**src/shared/mfp_pkg.sv**
```systemverilog
package mfp_pkg;

   // =====================================================================
   // thresholds and timing
   // =====================================================================
   localparam int CLK_HZ = 10000000;
   localparam int OSC_PERIOD_NS = 20000;
   localparam int OSC_CYCLES = (OSC_PERIOD_NS * (CLK_HZ / 1000000)) / 1000;
   localparam int OSC_W = 8;
   localparam int ISENSE_MV = 100;
   localparam int UV_LOGIC_MV = 9100;
   localparam int UV_BOTTOM_MV = 9100;
   localparam int UV_REF_MV = 4500;
   localparam int TSD_DEGC = 170;
   localparam logic [OSC_W-1:0] OSC_LAST = 8'(OSC_CYCLES - 1);
   localparam logic [OSC_W-1:0] DUTY_FULL = 8'(OSC_CYCLES);

   // =====================================================================
   // register map
   // =====================================================================
   localparam logic [3:0] ADR_STATUS = 4'h0;
   localparam logic [3:0] ADR_MASK = 4'h1;
   localparam logic [3:0] ADR_CTRL = 4'h2;
   localparam logic [3:0] ADR_LIVE = 4'h3;
   localparam logic [3:0] ADR_DUTY = 4'h4;
   localparam logic [7:0] MASK_RST = 8'h00;
   localparam logic [7:0] CTRL_RST = 8'h00;
   localparam logic [7:0] DUTY_RST = 8'h00;

   // sticky event bit positions
   localparam int EV_SENSOR = 0;
   localparam int EV_ENABLE = 1;
   localparam int EV_OVERCUR = 2;
   localparam int EV_UV_LOGIC = 3;
   localparam int EV_UV_BOTTOM = 4;
   localparam int EV_UV_REF = 5;
   localparam int EV_THERMAL = 6;
   localparam int EV_ANY = 7;
   localparam int NUM_EV = 8;

   // control bit positions
   localparam int CTRL_SEL60 = 0;
   localparam int CTRL_DIR = 1;

   // sampled comparator and pin inputs
   typedef struct packed {
      logic [2:0] sensor;
      logic enable;
      logic brake;
      logic overcur;
      logic uv_logic;
      logic uv_bottom;
      logic uv_ref;
      logic thermal;
   } mfp_in_t;

   // switch drive commands, active high = conducting
   typedef struct packed {
      logic [2:0] top_on;
      logic [2:0] bot_on;
   } mfp_drive_t;

endpackage : mfp_pkg

```
**src/core/mfp_commutate.sv**
```systemverilog
`timescale 1ns/1ns
module mfp_commutate
(
   input wire logic [2:0] sensor,
   input wire logic sel60,
   input wire logic dir,
   output logic valid,
   output logic [2:0] top_on,
   output logic [2:0] bot_on
);

   // =====================================================================
   // six step decoder
   // =====================================================================
   // step index 0..5 from the sensor code, 7 for an invalid code
   logic [2:0] step;
   logic [2:0] step_dir;

   always_comb
   begin
      step = 3'h7;
      if (sel60)
      begin
         case (sensor)
            3'h4: step = 3'h0;
            3'h6: step = 3'h1;
            3'h7: step = 3'h2;
            3'h3: step = 3'h3;
            3'h1: step = 3'h4;
            3'h0: step = 3'h5;
            default: step = 3'h7;
         endcase
      end
      else
      begin
         case (sensor)
            3'h5: step = 3'h0;
            3'h4: step = 3'h1;
            3'h6: step = 3'h2;
            3'h2: step = 3'h3;
            3'h3: step = 3'h4;
            3'h1: step = 3'h5;
            default: step = 3'h7;
         endcase
      end
   end

   assign valid = (step != 3'h7);
   // reverse runs the same table three steps on
   assign step_dir = (!dir || !valid) ? step : (step >= 3'h3 ? step - 3'h3 : step + 3'h3);

   // one top and one bottom, always of different legs
   always_comb
   begin
      top_on = 3'h0;
      bot_on = 3'h0;
      case (step_dir)
         3'h0: begin top_on = 3'h1; bot_on = 3'h4; end
         3'h1: begin top_on = 3'h2; bot_on = 3'h4; end
         3'h2: begin top_on = 3'h2; bot_on = 3'h1; end
         3'h3: begin top_on = 3'h4; bot_on = 3'h1; end
         3'h4: begin top_on = 3'h4; bot_on = 3'h2; end
         3'h5: begin top_on = 3'h1; bot_on = 3'h2; end
         default: begin top_on = 3'h0; bot_on = 3'h0; end
      endcase
   end

endmodule : mfp_commutate

```
**src/core/mfp_fault_ctrl.sv**
```systemverilog
// Our own choices: the register offsets and the strobed register port.
`timescale 1ns/1ns
// Notes on behaviour
// - fault pin low on bad sensor code, enable low, overcurrent, undervoltage, thermal
// - three undervoltage monitors, logic, bottom supply and reference, each own flag
// - any undervoltage: fault, all top drives off, all bottom drives low
// - thermal shutdown acts on fault pin and drives exactly like enable driven low, but sets its own flag
// - six step drive: one top, one bottom, different legs
// - overcurrent ends bottom conduction for the rest of the oscillator period, except under brake
// - invalid code: all off with brake low, all bottoms on with brake
module mfp_fault_ctrl
(
   input wire logic REF_CLK,
   input wire logic RST_N,
   input wire logic [2:0] SENSOR,
   input wire logic ENABLE,
   input wire logic BRAKE,
   input wire logic OVERCUR,
   input wire logic UV_LOGIC,
   input wire logic UV_BOTTOM,
   input wire logic UV_REF,
   input wire logic THERMAL,
   input wire logic [3:0] ADDR,
   input wire logic [7:0] WDATA,
   input wire logic WR,
   input wire logic RD,
   output logic [7:0] RDATA,
   output logic IRQ,
   output logic FAULT_N_O,
   output logic FAULT_N_OE,
   output logic [2:0] TOP_N_O,
   output logic [2:0] TOP_N_OE,
   output logic [2:0] BOTTOM
);

   // =====================================================================
   // input synchronisers
   // =====================================================================
   mfp_pkg::mfp_in_t raw;
   mfp_pkg::mfp_in_t meta_r;
   mfp_pkg::mfp_in_t in_r;

   assign raw = '{sensor: SENSOR, enable: ENABLE, brake: BRAKE, overcur: OVERCUR,
                  uv_logic: UV_LOGIC, uv_bottom: UV_BOTTOM, uv_ref: UV_REF,
                  thermal: THERMAL};

   // pins are asynchronous; two stages before any logic looks at them
   always_ff @(posedge REF_CLK)
   begin
      if (!RST_N)
      begin
         meta_r <= '0;
         in_r <= '0;
      end
      else
      begin
         meta_r <= raw;
         in_r <= meta_r;
      end
   end

   // =====================================================================
   // registers
   // =====================================================================
   logic [7:0] status_r;
   logic [7:0] status_nxt;
   logic [7:0] mask_r;
   logic [7:0] ctrl_r;
   logic [7:0] duty_r;
   logic [7:0] live;
   logic [7:0] events;
   logic [7:0] rdata_nxt;
   logic [7:0] rdata_r;

   // =====================================================================
   // oscillator ramp and dual latch
   // =====================================================================
   logic [mfp_pkg::OSC_W-1:0] ramp_r;
   logic osc_wrap;
   logic pwm_on_r;
   logic ilim_r;
   logic pwm_gate;

   assign osc_wrap = (ramp_r == mfp_pkg::OSC_LAST);

   always_ff @(posedge REF_CLK)
   begin
      if (!RST_N)
         ramp_r <= '0;
      else if (osc_wrap)
         ramp_r <= '0;
      else
         ramp_r <= ramp_r + 8'h01;
   end

   // at the start of each ramp the pulse latch sets if duty_r is nonzero and the limit latch clears; until then the first can only clear, the second only set
   always_ff @(posedge REF_CLK)
   begin
      if (!RST_N)
      begin
         pwm_on_r <= 1'b0;
         ilim_r <= 1'b0;
      end
      else if (osc_wrap)
      begin
         pwm_on_r <= (duty_r != 8'h00); // zero duty must not leak a one-cycle pulse
         ilim_r <= 1'b0;
      end
      else
      begin
         // clear one step early so the pulse spans exactly duty_r ramp counts
         if ((ramp_r + 8'h01) >= duty_r)
            pwm_on_r <= 1'b0;
         if (in_r.overcur)
            ilim_r <= 1'b1;
      end
   end

   // overcurrent cuts in the very cycle it is seen, then holds off till wrap
   assign pwm_gate = pwm_on_r & ~ilim_r & ~in_r.overcur;

   // =====================================================================
   // commutation and fault combining
   // =====================================================================
   logic valid;
   logic [2:0] step_top;
   logic [2:0] step_bot;
   logic uv_any;
   logic en_eff;
   logic fault_nxt;
   logic fault_r;
   mfp_pkg::mfp_drive_t drv_nxt;
   mfp_pkg::mfp_drive_t drv_r;

   mfp_commutate u_commutate
   (
      .sensor(in_r.sensor),
      .sel60(ctrl_r[mfp_pkg::CTRL_SEL60]),
      .dir(ctrl_r[mfp_pkg::CTRL_DIR]),
      .valid(valid),
      .top_on(step_top),
      .bot_on(step_bot)
   );

   assign uv_any = in_r.uv_logic | in_r.uv_bottom | in_r.uv_ref;
   assign en_eff = in_r.enable & ~in_r.thermal;
   assign fault_nxt = ~valid | ~en_eff | in_r.overcur | uv_any;

   // priority: undervoltage, brake, invalid code or disable, normal stepping
   always_comb
   begin
      drv_nxt = '0;
      if (uv_any)
         drv_nxt = '0;
      else if (in_r.brake)
         drv_nxt.bot_on = 3'h7;
      else if (!valid || !en_eff)
         drv_nxt = '0;
      else
      begin
         drv_nxt.top_on = step_top;
         drv_nxt.bot_on = step_bot & {3{pwm_gate}};
      end
   end

   // fault and drives share one register stage so they move together
   always_ff @(posedge REF_CLK)
   begin
      if (!RST_N)
      begin
         fault_r <= 1'b1;
         drv_r <= '0;
      end
      else
      begin
         fault_r <= fault_nxt;
         drv_r <= drv_nxt;
      end
   end

   // open collector pins: enable the pull-down while active
   assign FAULT_N_O = 1'b0;
   assign FAULT_N_OE = fault_r;
   assign TOP_N_O = 3'h0;
   assign TOP_N_OE = drv_r.top_on;
   assign BOTTOM = drv_r.bot_on;

   // =====================================================================
   // events, status and interrupt
   // =====================================================================
   assign live = {fault_nxt, in_r.thermal, in_r.uv_ref, in_r.uv_bottom, in_r.uv_logic,
                  in_r.overcur, ~in_r.enable, ~valid};
   assign events = live;

   // set beats the write-one clear in the same cycle
   assign status_nxt = (status_r & ~((WR && ADDR == mfp_pkg::ADR_STATUS) ? WDATA : 8'h00))
                       | events;

   always_ff @(posedge REF_CLK)
   begin
      if (!RST_N)
      begin
         status_r <= '0;
         mask_r <= mfp_pkg::MASK_RST;
         ctrl_r <= mfp_pkg::CTRL_RST;
         duty_r <= mfp_pkg::DUTY_RST;
      end
      else
      begin
         status_r <= status_nxt;
         if (WR && ADDR == mfp_pkg::ADR_MASK)
            mask_r <= WDATA;
         if (WR && ADDR == mfp_pkg::ADR_CTRL)
            ctrl_r <= {6'h00, WDATA[1:0]};
         if (WR && ADDR == mfp_pkg::ADR_DUTY)
            duty_r <= (WDATA > mfp_pkg::DUTY_FULL) ? mfp_pkg::DUTY_FULL : WDATA;
      end
   end

   assign IRQ = |(status_r & mask_r);

   // =====================================================================
   // read port
   // =====================================================================
   always_comb
   begin
      case (ADDR)
         mfp_pkg::ADR_STATUS: rdata_nxt = status_r;
         mfp_pkg::ADR_MASK: rdata_nxt = mask_r;
         mfp_pkg::ADR_CTRL: rdata_nxt = ctrl_r;
         mfp_pkg::ADR_LIVE: rdata_nxt = live;
         mfp_pkg::ADR_DUTY: rdata_nxt = duty_r;
         default: rdata_nxt = 8'h00;
      endcase
   end

   // data stands only in the cycle after the read strobe
   always_ff @(posedge REF_CLK)
   begin
      if (!RST_N)
         rdata_r <= 8'h00;
      else if (RD)
         rdata_r <= rdata_nxt;
      else
         rdata_r <= 8'h00;
   end

   assign RDATA = rdata_r;

endmodule : mfp_fault_ctrl

```
**config.mk**
```make
export PLATFORM = sky130hd
export DESIGN_NAME = mfp_fault_ctrl
export DESIGN_NICKNAME = d
export VERILOG_FILES = /design/src/shared/mfp_pkg.sv /design/src/core/mfp_commutate.sv /design/src/core/mfp_fault_ctrl.sv
export SDC_FILE = /design/constraint.sdc
export NUM_CORES = 1
export LEC_CHECK = 0
export ABC_AREA = 1
export BUFFER_PORTS_ARGS = -buffer_cell sky130_fd_sc_hd__buf_2
export CORE_MARGIN = 5
export CORE_UTILIZATION = 40
export CTS_BUF_LIST = sky130_fd_sc_hd__clkbuf_8
export DETAILED_ROUTE_END_ITERATION = 12
export PLACE_DENSITY = 0.58
export SYNTH_ARGS = -nofsm -noshare
export SYNTH_HDL_FRONTEND = slang
export SYNTH_HIERARCHICAL = 1
export SYNTH_SLANG_ARGS = --single-unit
```
**constraint.sdc**
```tcl
create_clock -name REF_CLK -period 3.05 [get_ports REF_CLK]
set_input_delay 0.1525 -clock REF_CLK [delete_from_list [all_inputs] [get_ports REF_CLK]]
set_output_delay 0.1525 -clock REF_CLK [all_outputs]
set_load 0.1 [all_outputs]
```
* Yosys cells after proc, flatten, opt, wreduce, memory -nomap -nowiden *
Index checks and enable logic that the tools add are counted.

cells by class
  bitwise logic cells = 20
  $lt $le $gt $ge = 3
  multiplexer cells = 14
  eq/ne operators = 18
  reduce and logical (&&, ||, !) cells = 25
  add/subtract/negate cells = 3

operators with widths
  kind                                                   number
  case mux 8 bit (5 select lines)                        1
  case mux 3 bit (6 select lines)                        2
  == test 3 bit (second input constant)                  6
  case mux 3 bit (3 select lines)                        2
  AND 8 bit                                              2
  2-to-1 mux 8 bit                                       2
  OR reduction 2 bit                                     8
  2-to-1 mux 3 bit                                       5
  == test 3 x 2 -> 1 bit (second input constant)         4
  adder 8 x 1 -> 8 bit (second input constant)           1
  == test 4 x 2 -> 1 bit (second input constant)         2
  == test 8 bit (second input constant)                  1
  greater-or-equal comparator 8 bit                      1
  greater-than comparator 8 bit (second input constant)  1
  NOT 8 bit                                              1
  OR 8 bit                                               1
  nonzero test 8 bit                                     1
  OR reduction 8 bit                                     1
  NOT 1 bit                                              7
  == test 3 x 1 -> 1 bit (second input constant)         2
  logical NOT 3 bit                                      2
  OR 1 bit                                               5
  == test 4 x 1 -> 1 bit (second input constant)         1
  == test 4 x 3 -> 1 bit (second input constant)         1
  14 further kinds                                       23

storage, ports and cells
  logic and storage cells = 110
  bits in registers = 71
  input port bits = 26
  output and inout bits = 20

* Longest topological paths before layout *
Gate-level depths: netlist of the first run.

  word-level depth = 13
  mapped depth = 16

* Hierarchy *
Netlist of the first run, hierarchy kept.

modules (own cells, without submodules)
  module          sequential area each (µm²)  instances  cells each  area each (µm²)
  mfp_fault_ctrl  1421.4                      1          375         2895.3
  mfp_commutate   0.0                         1          82          480.5

* Worst setup path after synthesis of the first run *
Ideal clock, no wire load.

  path type = register to register
  start point = register ctrl_r[0]
  end point = register drv_r, in the netlist TOP_N_OE[1]
  setup time = 0.064 ns
  path buffers = 0
  clock period less this slack = 2.015 ns
  slack = 1.035 ns
  stages on the path, launching flop included = 17
  data arrival time = 1.951 ns
  required time = 2.986 ns
  cells stage by stage = dfxtp_1 > inv_1 > nand2_2 > nand2_1 > nand2_2 > nand3_4 > ha_1 > ha_1 > nor2_2 > inv_1 > nand2_1 > o21ai_1 > nand3_1 > nand2_1 > nor2_1 > inv_1 > nor2_1

on the way
  word-level cells in the longest chain between the ends = 8
  elaborated cells on any way between the ends = 21
  classes of those cells = 2 x add/sub; 1 x order compare; 6 x eq/ne; 4 x mux; 8 x reduce/logical

ends and longest elaborated chain
  element                                                       line                   source
  start, declared                                               mfp_fault_ctrl.sv:68   logic [7:0] ctrl_r;
  start signal, assigned                                        mfp_fault_ctrl.sv:205  ctrl_r <= mfp_pkg::CTRL_RST;
  start signal, assigned                                        mfp_fault_ctrl.sv:214  ctrl_r <= {6'h00, WDATA[1:0]};
  2-to-1 mux 3 bit (*)                                          mfp_commutate.sv:22    if (sel60)
  branches (longest 3 deep; another with adder 3 x 2 -> 3 bit)  -
  2-to-1 mux 3 bit (*)                                          mfp_commutate.sv:50    assign step_dir = (!dir || !valid) ? step : (step >= 3'h3 ? step - 3'h3 : step + 3'h3);
  == test 3 bit, or another cell as far along                   mfp_commutate.sv:57    case (step_dir)
  OR reduction 2 bit (no line)                                  -
  case mux 3 bit (3 select lines) (*)                           mfp_commutate.sv:57
  named net step_top[1]                                         mfp_fault_ctrl.sv:126  logic [2:0] step_top;
  end signal, assigned                                          mfp_fault_ctrl.sv:177  drv_r <= drv_nxt;
  end, declared                                                 mfp_fault_ctrl.sv:133  mfp_pkg::mfp_drive_t drv_r;

Mark *: on every way through the listed nets, which the timed path passes.
A chain may end at the register's enable or synchronous reset.

* Final worst setup path of the first run *
  start point = register ctrl_r[0]
  end point = register rdata_r[7], in the netlist RDATA[7]

on the way
  word-level cells in the longest chain between the ends = 7

ends and longest elaborated chain
  element                          line                   source
  2-to-1 mux 3 bit                 mfp_commutate.sv:22
  != test 3 bit                    mfp_commutate.sv:48    assign valid = (step != 3'h7);
  named net valid                  mfp_fault_ctrl.sv:125  logic valid;
  NOT 1 bit                        mfp_fault_ctrl.sv:147  assign fault_nxt = ~valid | ~en_eff | in_r.overcur | uv_any;
  OR 1 bit (3 in series)           mfp_fault_ctrl.sv:147
  case mux 8 bit (5 select lines)  mfp_fault_ctrl.sv:227  case (ADDR)
  end signal, assigned             mfp_fault_ctrl.sv:243  rdata_r <= rdata_nxt;
  end, declared                    mfp_fault_ctrl.sv:73   logic [7:0] rdata_r;

The timed path passes the listed nets, and every way through them passes these cells.

==> results of run 1 <==
## registers in the layout, indices dropped and copies added (netlist names)
signal	cells
meta_r	10
ctrl_r	2
RDATA	8
BOTTOM	3
status_r	8
pwm_on_r	1
duty_r	8
ramp_r	8
ilim_r	1
mask_r	8
FAULT_N_OE	1
TOP_N_OE	3
events	5
in_r	5
## worst reg2reg max path, stage by stage, from the launching register on
cell,delay (ps)
dfxtp_1,390
inv_1,110
nand2_2,70
nand2_1,60
nand2_2,70
nand3_4,100
ha_1,220
ha_1,210
inv_1,100
nand3_1,150
nor3_1,410
nor2_1,80
nor3_1,140
nor2_1,50
## per-layer routing
layer | routed length [um] | part of all wire, % | vias up | GRT usage (%)
met4 | 63 | 0.83 | 0 | 3.33
met2 | 3440 | 45 | 71 | 26.1
met1 | 3620 | 48 | 1307 | 21.2
met3 | 489 | 6.4 | 7 | 4.98
met5 | 0 | 0 | - | 0
li1 | - | - | 1549 | -
## worst max-delay path by stage
stage,depth (start not counted),endpoint,start,slack [ps]
2_1_floorplan,16,TOP_N_OE[1],ctrl_r[0],1030
3_3_place_gp,13,RDATA[7],ctrl_r[0],810
3_5_place_dp,13,RDATA[7],ctrl_r[0],730
4_1_cts,13,RDATA[7],ctrl_r[0],720
5_1_grt,13,RDATA[7],ctrl_r[0],490
6_report,13,RDATA[7],ctrl_r[0],770
## area by class of cell
class                      instances  area (sq um)
fill                             831          4290
multi-input combinational        283          1540
sequential                        71          1420
inverter                          95           358
timing repair buffer              53           320
clock buffer                      10           138
tap                              105           131
clock inverter                     3          13.8
## synth_stat cells (all sizes together)
master	n
conb	1
ha	13
nor3	4
nor2	56
a31oi	2
dfxtp	71
xor2	5
nand3	30
nor4	3
a211oi	2
buf	6
a221oi	2
a21o	1
inv	94
clkbuf	5
o21ai	26
clkinv	1
nand2	80
a21oi	35
o22ai	14
and3	1
o21bai	1
nand4	4
## power groups by stage
stage	clock network [mW]	logic, mW	registers (mW)
after global routing	0.670	0.304	0.976
after CTS	0.629	0.270	0.973
after global placement	0	0.256	0.994
after floorplan	0	0.184	1.01
final	0.603	0.270	0.974
after detailed placement	0	0.259	0.994
## logic make-up after synthesis
| logic type | after synthesis | share of synthesized area (%) |
|---|---|---|
| buffers and inverters | 106 | 12.5 |
| adders and majority gates | 13 | 4.82 |
| other | 1 | 0.111 |
| xor gates and xnor gates | 5 | 1.30 |
| AOI/OAI and AO/OA | 83 | 13.4 |
| DFF | 71 | 42.1 |
| and+or+nand+nor | 178 | 25.8 |
## metrics by stage
step / worst slack [ps] / area, sq um / total power [mW] / std cells
4_1_cts: 722 / 3930 / 1.87 / 620
3_5_place_dp: 733 / 3670 / 1.25 / 597
5_1_grt: 486 / 3930 / 1.95 / 620
6_report: 771 / 3930 / 1.85 / 620
2_1_floorplan: 1030 / 3390 / 1.19 / 460
3_3_place_gp: 806 / 3670 / 1.25 / 597
==> metrics, run 1 <==
reg2reg setup slack 770 ps; most frequent cells in the layout inv_1, dfxtp_1, nand2_1; Max rail drop VDD 0.298 mV; Switching Fraction 27.3%; Slew Limit Fails 0; RSZ-0062 raised after global routing false; Critical-path top delay cell nor3_1; Arr. time, crit path 2500 ps; critical-path cell list inv_1 -> nand2_2 -> nand2_1 -> nand2_2 -> nand3_4 -> ha_1 -> ha_1 -> inv_1 -> nand3_1 -> nor3_1 -> nor2_1 -> nor3_1 -> nor2_1; postcts setup bufs 0; row cnt 33; CTS max path bufs 2; endpoints failing setup 0; R2R Path Start ctrl_r[0]; Die Ht 102 um; Detailed Route WL 7610 um; number of H-tree levels 3; Num CTS Buffers 9; Reg2Reg Depth 13; final hold viol count 0; clock skew 8.13 ps; DR WL/cell 12.3 um; CTS tree built; largest net degree at the start of global routing 26; Sink Count 71; Worst Path Max Fanout 5; GP Congestion 0.872; grt ovf 0; CP delay by family, top simple AND/OR/NAND/NOR gates; Synth top area share 42.1%; register bit total from synthesis 71; crit path time final 2280 ps; period utilization 74.7%; Critical Path RT 3270 ps; CP endpoint kind register; 1st-pass router iterations 4; synth warn 6; hold_buf cts 10; critical path type reg2reg; Worst Hold Class in2reg; Routed Antenna Nets 0; Reg clk slew, reported paths 70 ps; clock network power share 32.7%; Syn Area/Cell 7.39 sq um; initial antenna violation count 0; maximum clock rate 439 MHz; hpwl dp 5820 um; Distinct cells, synth 32; cell leakage power 1.95 nW; min-delay src WDATA[2]; outcome finished, final reports clean; I/O pins 46; top cells by area, synth dfxtp_1, inv_1, nand2_1; Internal 1.34 mW; Max-slew headroom 61.9%; Final Core Density 47.8%; switching pwr 0.505 mW; Comb pwr share 14.6%; vias 2934; first-pass GRT wire length 13000 um; hold path cells 3; DRC viols 0; starting density of the core 41.1%; number of global-route vias before repair 2826; post-synthesis sequential area ratio 42.1%; cell taking the most area after synthesis dfxtp_1; Layout Nets 552; share of layout cells above drive strength 1 16.3%; worst slew pin tran 569 ps; vias per cell 4.73; synthesized area 0.00338 sq mm; hold_ws 111 ps; PortBufs 41; Setup Total Neg Slack 0 ps; Reg-to-Reg End RDATA[7]; Iteration-0 DRC Markers 225; Post-Syn Instances 457; # diodes 0; slowest stage delay, CP 410 ps; core footprint 0.00822 sq mm; Die W 102 um; most common cell after layout, fill and taps aside inv_1; Bufs and invs on worst path 2; # resized after CTS 0; PwrDens 470 mW/mm^2; worst skew pair latency 340 ps; Seq pwr share 52.7%; startpoint types register; synth-to-layout area growth 16.3%; die area 0.0104 sq mm; Tot GR Track Use 16.1%; Root Buffer clkbuf_8; # Max-Cap Violations 0; Hold EP duty_r[2]
Note: power is estimated with default switching activity, not from simulation.
==> run 2: changes to the inputs <==
- clock period: 3.05 -> 2.3 ns (I/O delays scaled with it)
==> metrics, run 2 (synthesis results as in run 1) <==
# Max-Cap Violations 0; Max rail drop VDD 0.343 mV; PortBufs 41; vias per cell 4.75; worst skew pair latency 350 ps; Routed Antenna Nets 0; vias 2966; Seq pwr share 49.1%; Setup Total Neg Slack 0 ps; critical-path cell list nand2_1 -> nand3_1 -> nand3_4 -> ha_1 -> ha_1 -> inv_1 -> nand3_1 -> nor4_1 -> a21oi_1 -> nor2_1; number of global-route vias before repair 2781; maximum clock rate 478 MHz; Detailed Route WL 7940 um; CTS tree built; DRC viols 0; endpoints failing setup 0; hold_ws 64.2 ps; CP endpoint kind register; clock network power share 37.2%; 1st-pass router iterations 4; Internal 1.89 mW; period utilization 90.9%; switching pwr 0.744 mW; post-layout worst setup margin 210 ps; most common cell after layout, fill and taps aside inv_1; Max-slew headroom 61.6%; hpwl dp 6010 um; Arr. time, crit path 2380 ps; number of H-tree levels 3; Reg2Reg Depth 10; Layout Nets 554; hold path cells 3; starting density of the core 41.1%; Reg clk slew, reported paths 80 ps; Sink Count 71; most frequent cells in the layout inv_1, dfxtp_1, nand2_1; first-pass GRT wire length 13200 um; GP Congestion 0.842; reg2reg setup slack 210 ps; Tot GR Track Use 16.2%; R2R Path Start in_r[9]; Die W 102 um; die area 0.0104 sq mm; Comb pwr share 13.7%; final hold viol count 0; worst slew pin tran 575 ps; crit path time final 2090 ps; post-place setup slack 131 ps; PwrDens 656 mW/mm^2; outcome finished, final reports clean; slowest stage delay, CP 410 ps; share of layout cells above drive strength 1 18.3%; Die Ht 102 um; Critical Path RT 2590 ps; clock skew 7.64 ps; core footprint 0.00822 sq mm; largest net degree at the start of global routing 26; I/O pins 46; Critical-path top delay cell dfxtp_1; critical path type reg2reg; Switching Fraction 28.3%; critical path capture point BOTTOM[1]; Worst Hold Class in2reg; Slew Limit Fails 0; Root Buffer clkbuf_8; Reg-to-Reg End BOTTOM[1]; row cnt 33; DR WL/cell 12.7 um; synth-to-layout area growth 18.8%; max reg flops 10; Worst Path Max Fanout 5; crit path launch in_r[9]; grt ovf 0; initial antenna violation count 0; Largest Register meta_r; RSZ-0062 raised after global routing false; # diodes 0; total power draw 2.63 mW; startpoint types register; cell leakage power 1.97 nW; CTS max path bufs 2; Iteration-0 DRC Markers 137; Num CTS Buffers 9
run 2: metrics by stage:
| step | util (%) | instance area [sq um] | std cells |
|---|---|---|---|
| finish | 48.8 | 4010 | 625 |
| global route | 48.8 | 4010 | 625 |
| CTS | 48.5 | 3990 | 625 |
| detailed placement | 44.9 | 3690 | 599 |
| global placement | 44.9 | 3690 | 599 |
| floorplan | - | 3390 | 460 |
run 2: critical path, delay by kind of cell, from the launching register on:
family | cells | cell delay [ps]
buffers and inverters | 1 | 90
and+or+nand+nor | 6 | 1000
adders and majority gates | 2 | 430
DFF | 1 | 410
AOI/OAI and AO/OA | 1 | 120
run 2: cell type report:
class / count / area, sq um
Tap cell: 105 / 131
Sequential cell: 71 / 1420
Inverter: 95 / 358
Timing Repair Buffer: 55 / 335
Fill cell: 822 / 4210
Clock inverter: 7 / 73.8
Multi-Input combinational cell: 283 / 1560
Clock buffer: 9 / 124
run 2: worst min path at each step:
stage          startpoint        end  slack, ps
3_3_place_gp     UV_LOGIC  meta_r[3]        290
4_1_cts          WDATA[2]  duty_r[2]         50
2_1_floorplan     THERMAL  meta_r[0]        210
5_1_grt          WDATA[2]  duty_r[2]         40
6_report         WDATA[3]  mask_r[3]         60
3_5_place_dp      THERMAL  meta_r[0]        300
run 2: power by group through the flow:
stage | clock network, mW | logic (mW) | registers, mW
global placement | 0 | 0.339 | 1.32
global route | 1.07 | 0.403 | 1.30
detailed placement | 0 | 0.345 | 1.32
finish | 0.980 | 0.359 | 1.29
floorplan | 0 | 0.244 | 1.33
CTS | 1.01 | 0.358 | 1.29
run 2: timing repair:
item                                    in CTS  in global routing
endpoints found under the setup margin       0                  7
endpoints found under the hold margin       10                  0
resized for setup                            0                  6
hold buffers                                10                  0
setup buffers                                0                  0
run 2: per-layer routing:
metal / track usage [%] / up-vias / share of wire (%)
met5: 0 / - / 0
met2: 25.5 / 74 / 46
met4: 4.54 / 0 / 1.2
met3: 4.71 / 9 / 5.6
met1: 21.9 / 1331 / 47
li1: - / 1552 / -
==> run 3: changes to the inputs <==
- SYNTH_HIERARCHICAL: 1 -> unset
==> metrics, run 3 <==
DRC viols 0; cell leakage power 1.86 nW; max reg flops 10; die area 0.0100 sq mm; Slew Limit Fails 0; hpwl dp 5720 um; Largest Register meta_r; number of global-route vias before repair 2768; most frequent cell after synthesis nand2_1; Die W 100 um; worst skew pair latency 340 ps; CTS tree built; 1st-pass router iterations 5; grt ovf 0; most common cell after layout, fill and taps aside nand2_1; synthesized area 0.00324 sq mm; Arr. time, crit path 2330 ps; Routed Antenna Nets 0; Detailed Route WL 7480 um; Critical-path top delay cell dfxtp_1; initial antenna violation count 0; commonest cells in the netlist nand2_1, dfxtp_1, inv_1; Tot GR Track Use 15.8%; Distinct cells, synth 34; Sink Count 71; first-pass GRT wire length 12600 um; Syn Area/Cell 7.64 sq um; synth warn 0; Worst Path Max Fanout 5; slowest stage delay, CP 380 ps; # Max-Cap Violations 0; critical path type reg2reg; most frequent cells in the layout nand2_1, dfxtp_1, inv_1; Final Core Density 49.7%; number of flops mapped to enable cells by yosys 0; top cells by area, synth dfxtp_1, nand2_1, inv_1; startpoint types register; period utilization 91.3%; Reg clk slew, reported paths 80 ps; clock skew 10.0 ps; endpoints failing setup 0; post-synthesis async set-or-reset flop share 0%; crit path time final 2100 ps; post-synthesis sequential area ratio 43.9%; Root Buffer clkbuf_8; Die Ht 100 um; PortBufs 41; Layout Nets 521; DR WL/cell 12.7 um; Fillers 786; core footprint 0.00781 sq mm; Max rail drop VDD 0.442 mV; # diodes 0; cell taking the most area after synthesis dfxtp_1; Critical Path RT 2530 ps; largest net degree at the start of global routing 23; worst slew pin tran 560 ps; Post-Syn Instances 424; vias 2887; CP endpoint kind register; row cnt 32; starting density of the core 41.5%; placed cells 562; Iteration-0 DRC Markers 103; maximum clock rate 476 MHz; fin cells 589; area of the multi-input gates 0.00150 sq mm; GP Congestion 0.900; PwrDens 668 mW/mm^2; share of layout cells above drive strength 1 20.3%; total power draw 2.59 mW; Top FF cell, synth dfxtp_1; Synth top area share 43.9%; CTS max path bufs 2; vias per cell 4.90; Num CTS Buffers 9; outcome finished, final reports clean; register area 0.00143 sq mm; critical-path cell list inv_2 -> nand2_2 -> nand3_1 -> nand2_2 -> nand2_4 -> ha_1 -> ha_2 -> inv_2 -> nand3_1 -> nor3b_2 -> o22ai_1 -> a221oi_1 -> nor2_1; number of H-tree levels 3; synth-to-layout area growth 19.7%; reg2reg setup slack 200 ps; Worst Hold Class in2reg; I/O pins 46; register bit total from synthesis 71; Max-slew headroom 62.1%; final hold viol count 0
==> run 3: final timing paths <==
check,startpoint,endpoint,cells after the start
worst max-delay path,ctrl_r[0],RDATA[7],13
worst min-delay path,WDATA[3],mask_r[3],3
worst max register to register,ctrl_r[0],RDATA[7],13
worst min register to register,meta_r[7],in_r[7],2
==> run 3: routing by layer <==
metal	GRT usage [%]	up-vias	share of wire (%)
met2	26.2	88	47
met5	0	-	0
met1	19.5	1307	45
met4	5.80	0	1.6
met3	4.52	9	6.5
li1	-	1483	-
==> run 3: layout make-up <==
| type | instances | area share (%) |
|---|---|---|
| Multi-Input combinational cell | 267 | 38.6 |
| Sequential cell | 71 | 36.8 |
| Timing Repair Buffer | 57 | 9.03 |
| Inverter | 76 | 7.35 |
| Tap cell | 102 | 3.29 |
| Clock buffer | 9 | 3.19 |
| Clock inverter | 7 | 1.68 |
==> run 3: cell families (layout without fill, tap and decap cells) <==
family,after synthesis,in the layout,share of synthesized area (%)
fa+ha+maj,13,13,5.02
other cells,1,4,0.116
simple gates,164,164,24.2
compound gates,80,80,14.3
buf+inv,89,149,10.8
flops,71,71,43.9
xor+xnor,6,6,1.62
==> run 3: per-stage QoR <==
step                      cell area, sq um  hold WS, ps  TNS (ps)  setup WS [ps]
after floorplan                       3250          213         0            253
after global placement                3560          297         0            177
after detailed placement              3560          301         0            127
after CTS                             3840         44.9         0            114
after global routing                  3880         54.2     -1.39          -1.39
final                                 3880         57.6         0            201
==> run 3: report_power, final <==
part	switching, mW	internal [mW]
combinational	0.228	0.112
sequential	0.0225	1.27
clock	0.466	0.493
==> run 3: timing repair <==
item	CTS	global route
endpoints found under the hold margin	10	0
setup buffers	0	1
setup endpoints to repair	0	5
hold buffers	10	0
gates resized for setup	0	9
==> run 3: critical path: cells and delay by family (launching register included) <==
kind                     cells  cell delay (ps)
AND/OR/NAND/NOR              7              710
AO/OA/AOI/OAI                2              320
flip-flops                   1              380
buffers and inverters        2              150
adder cells (fa/ha/maj)      2              430
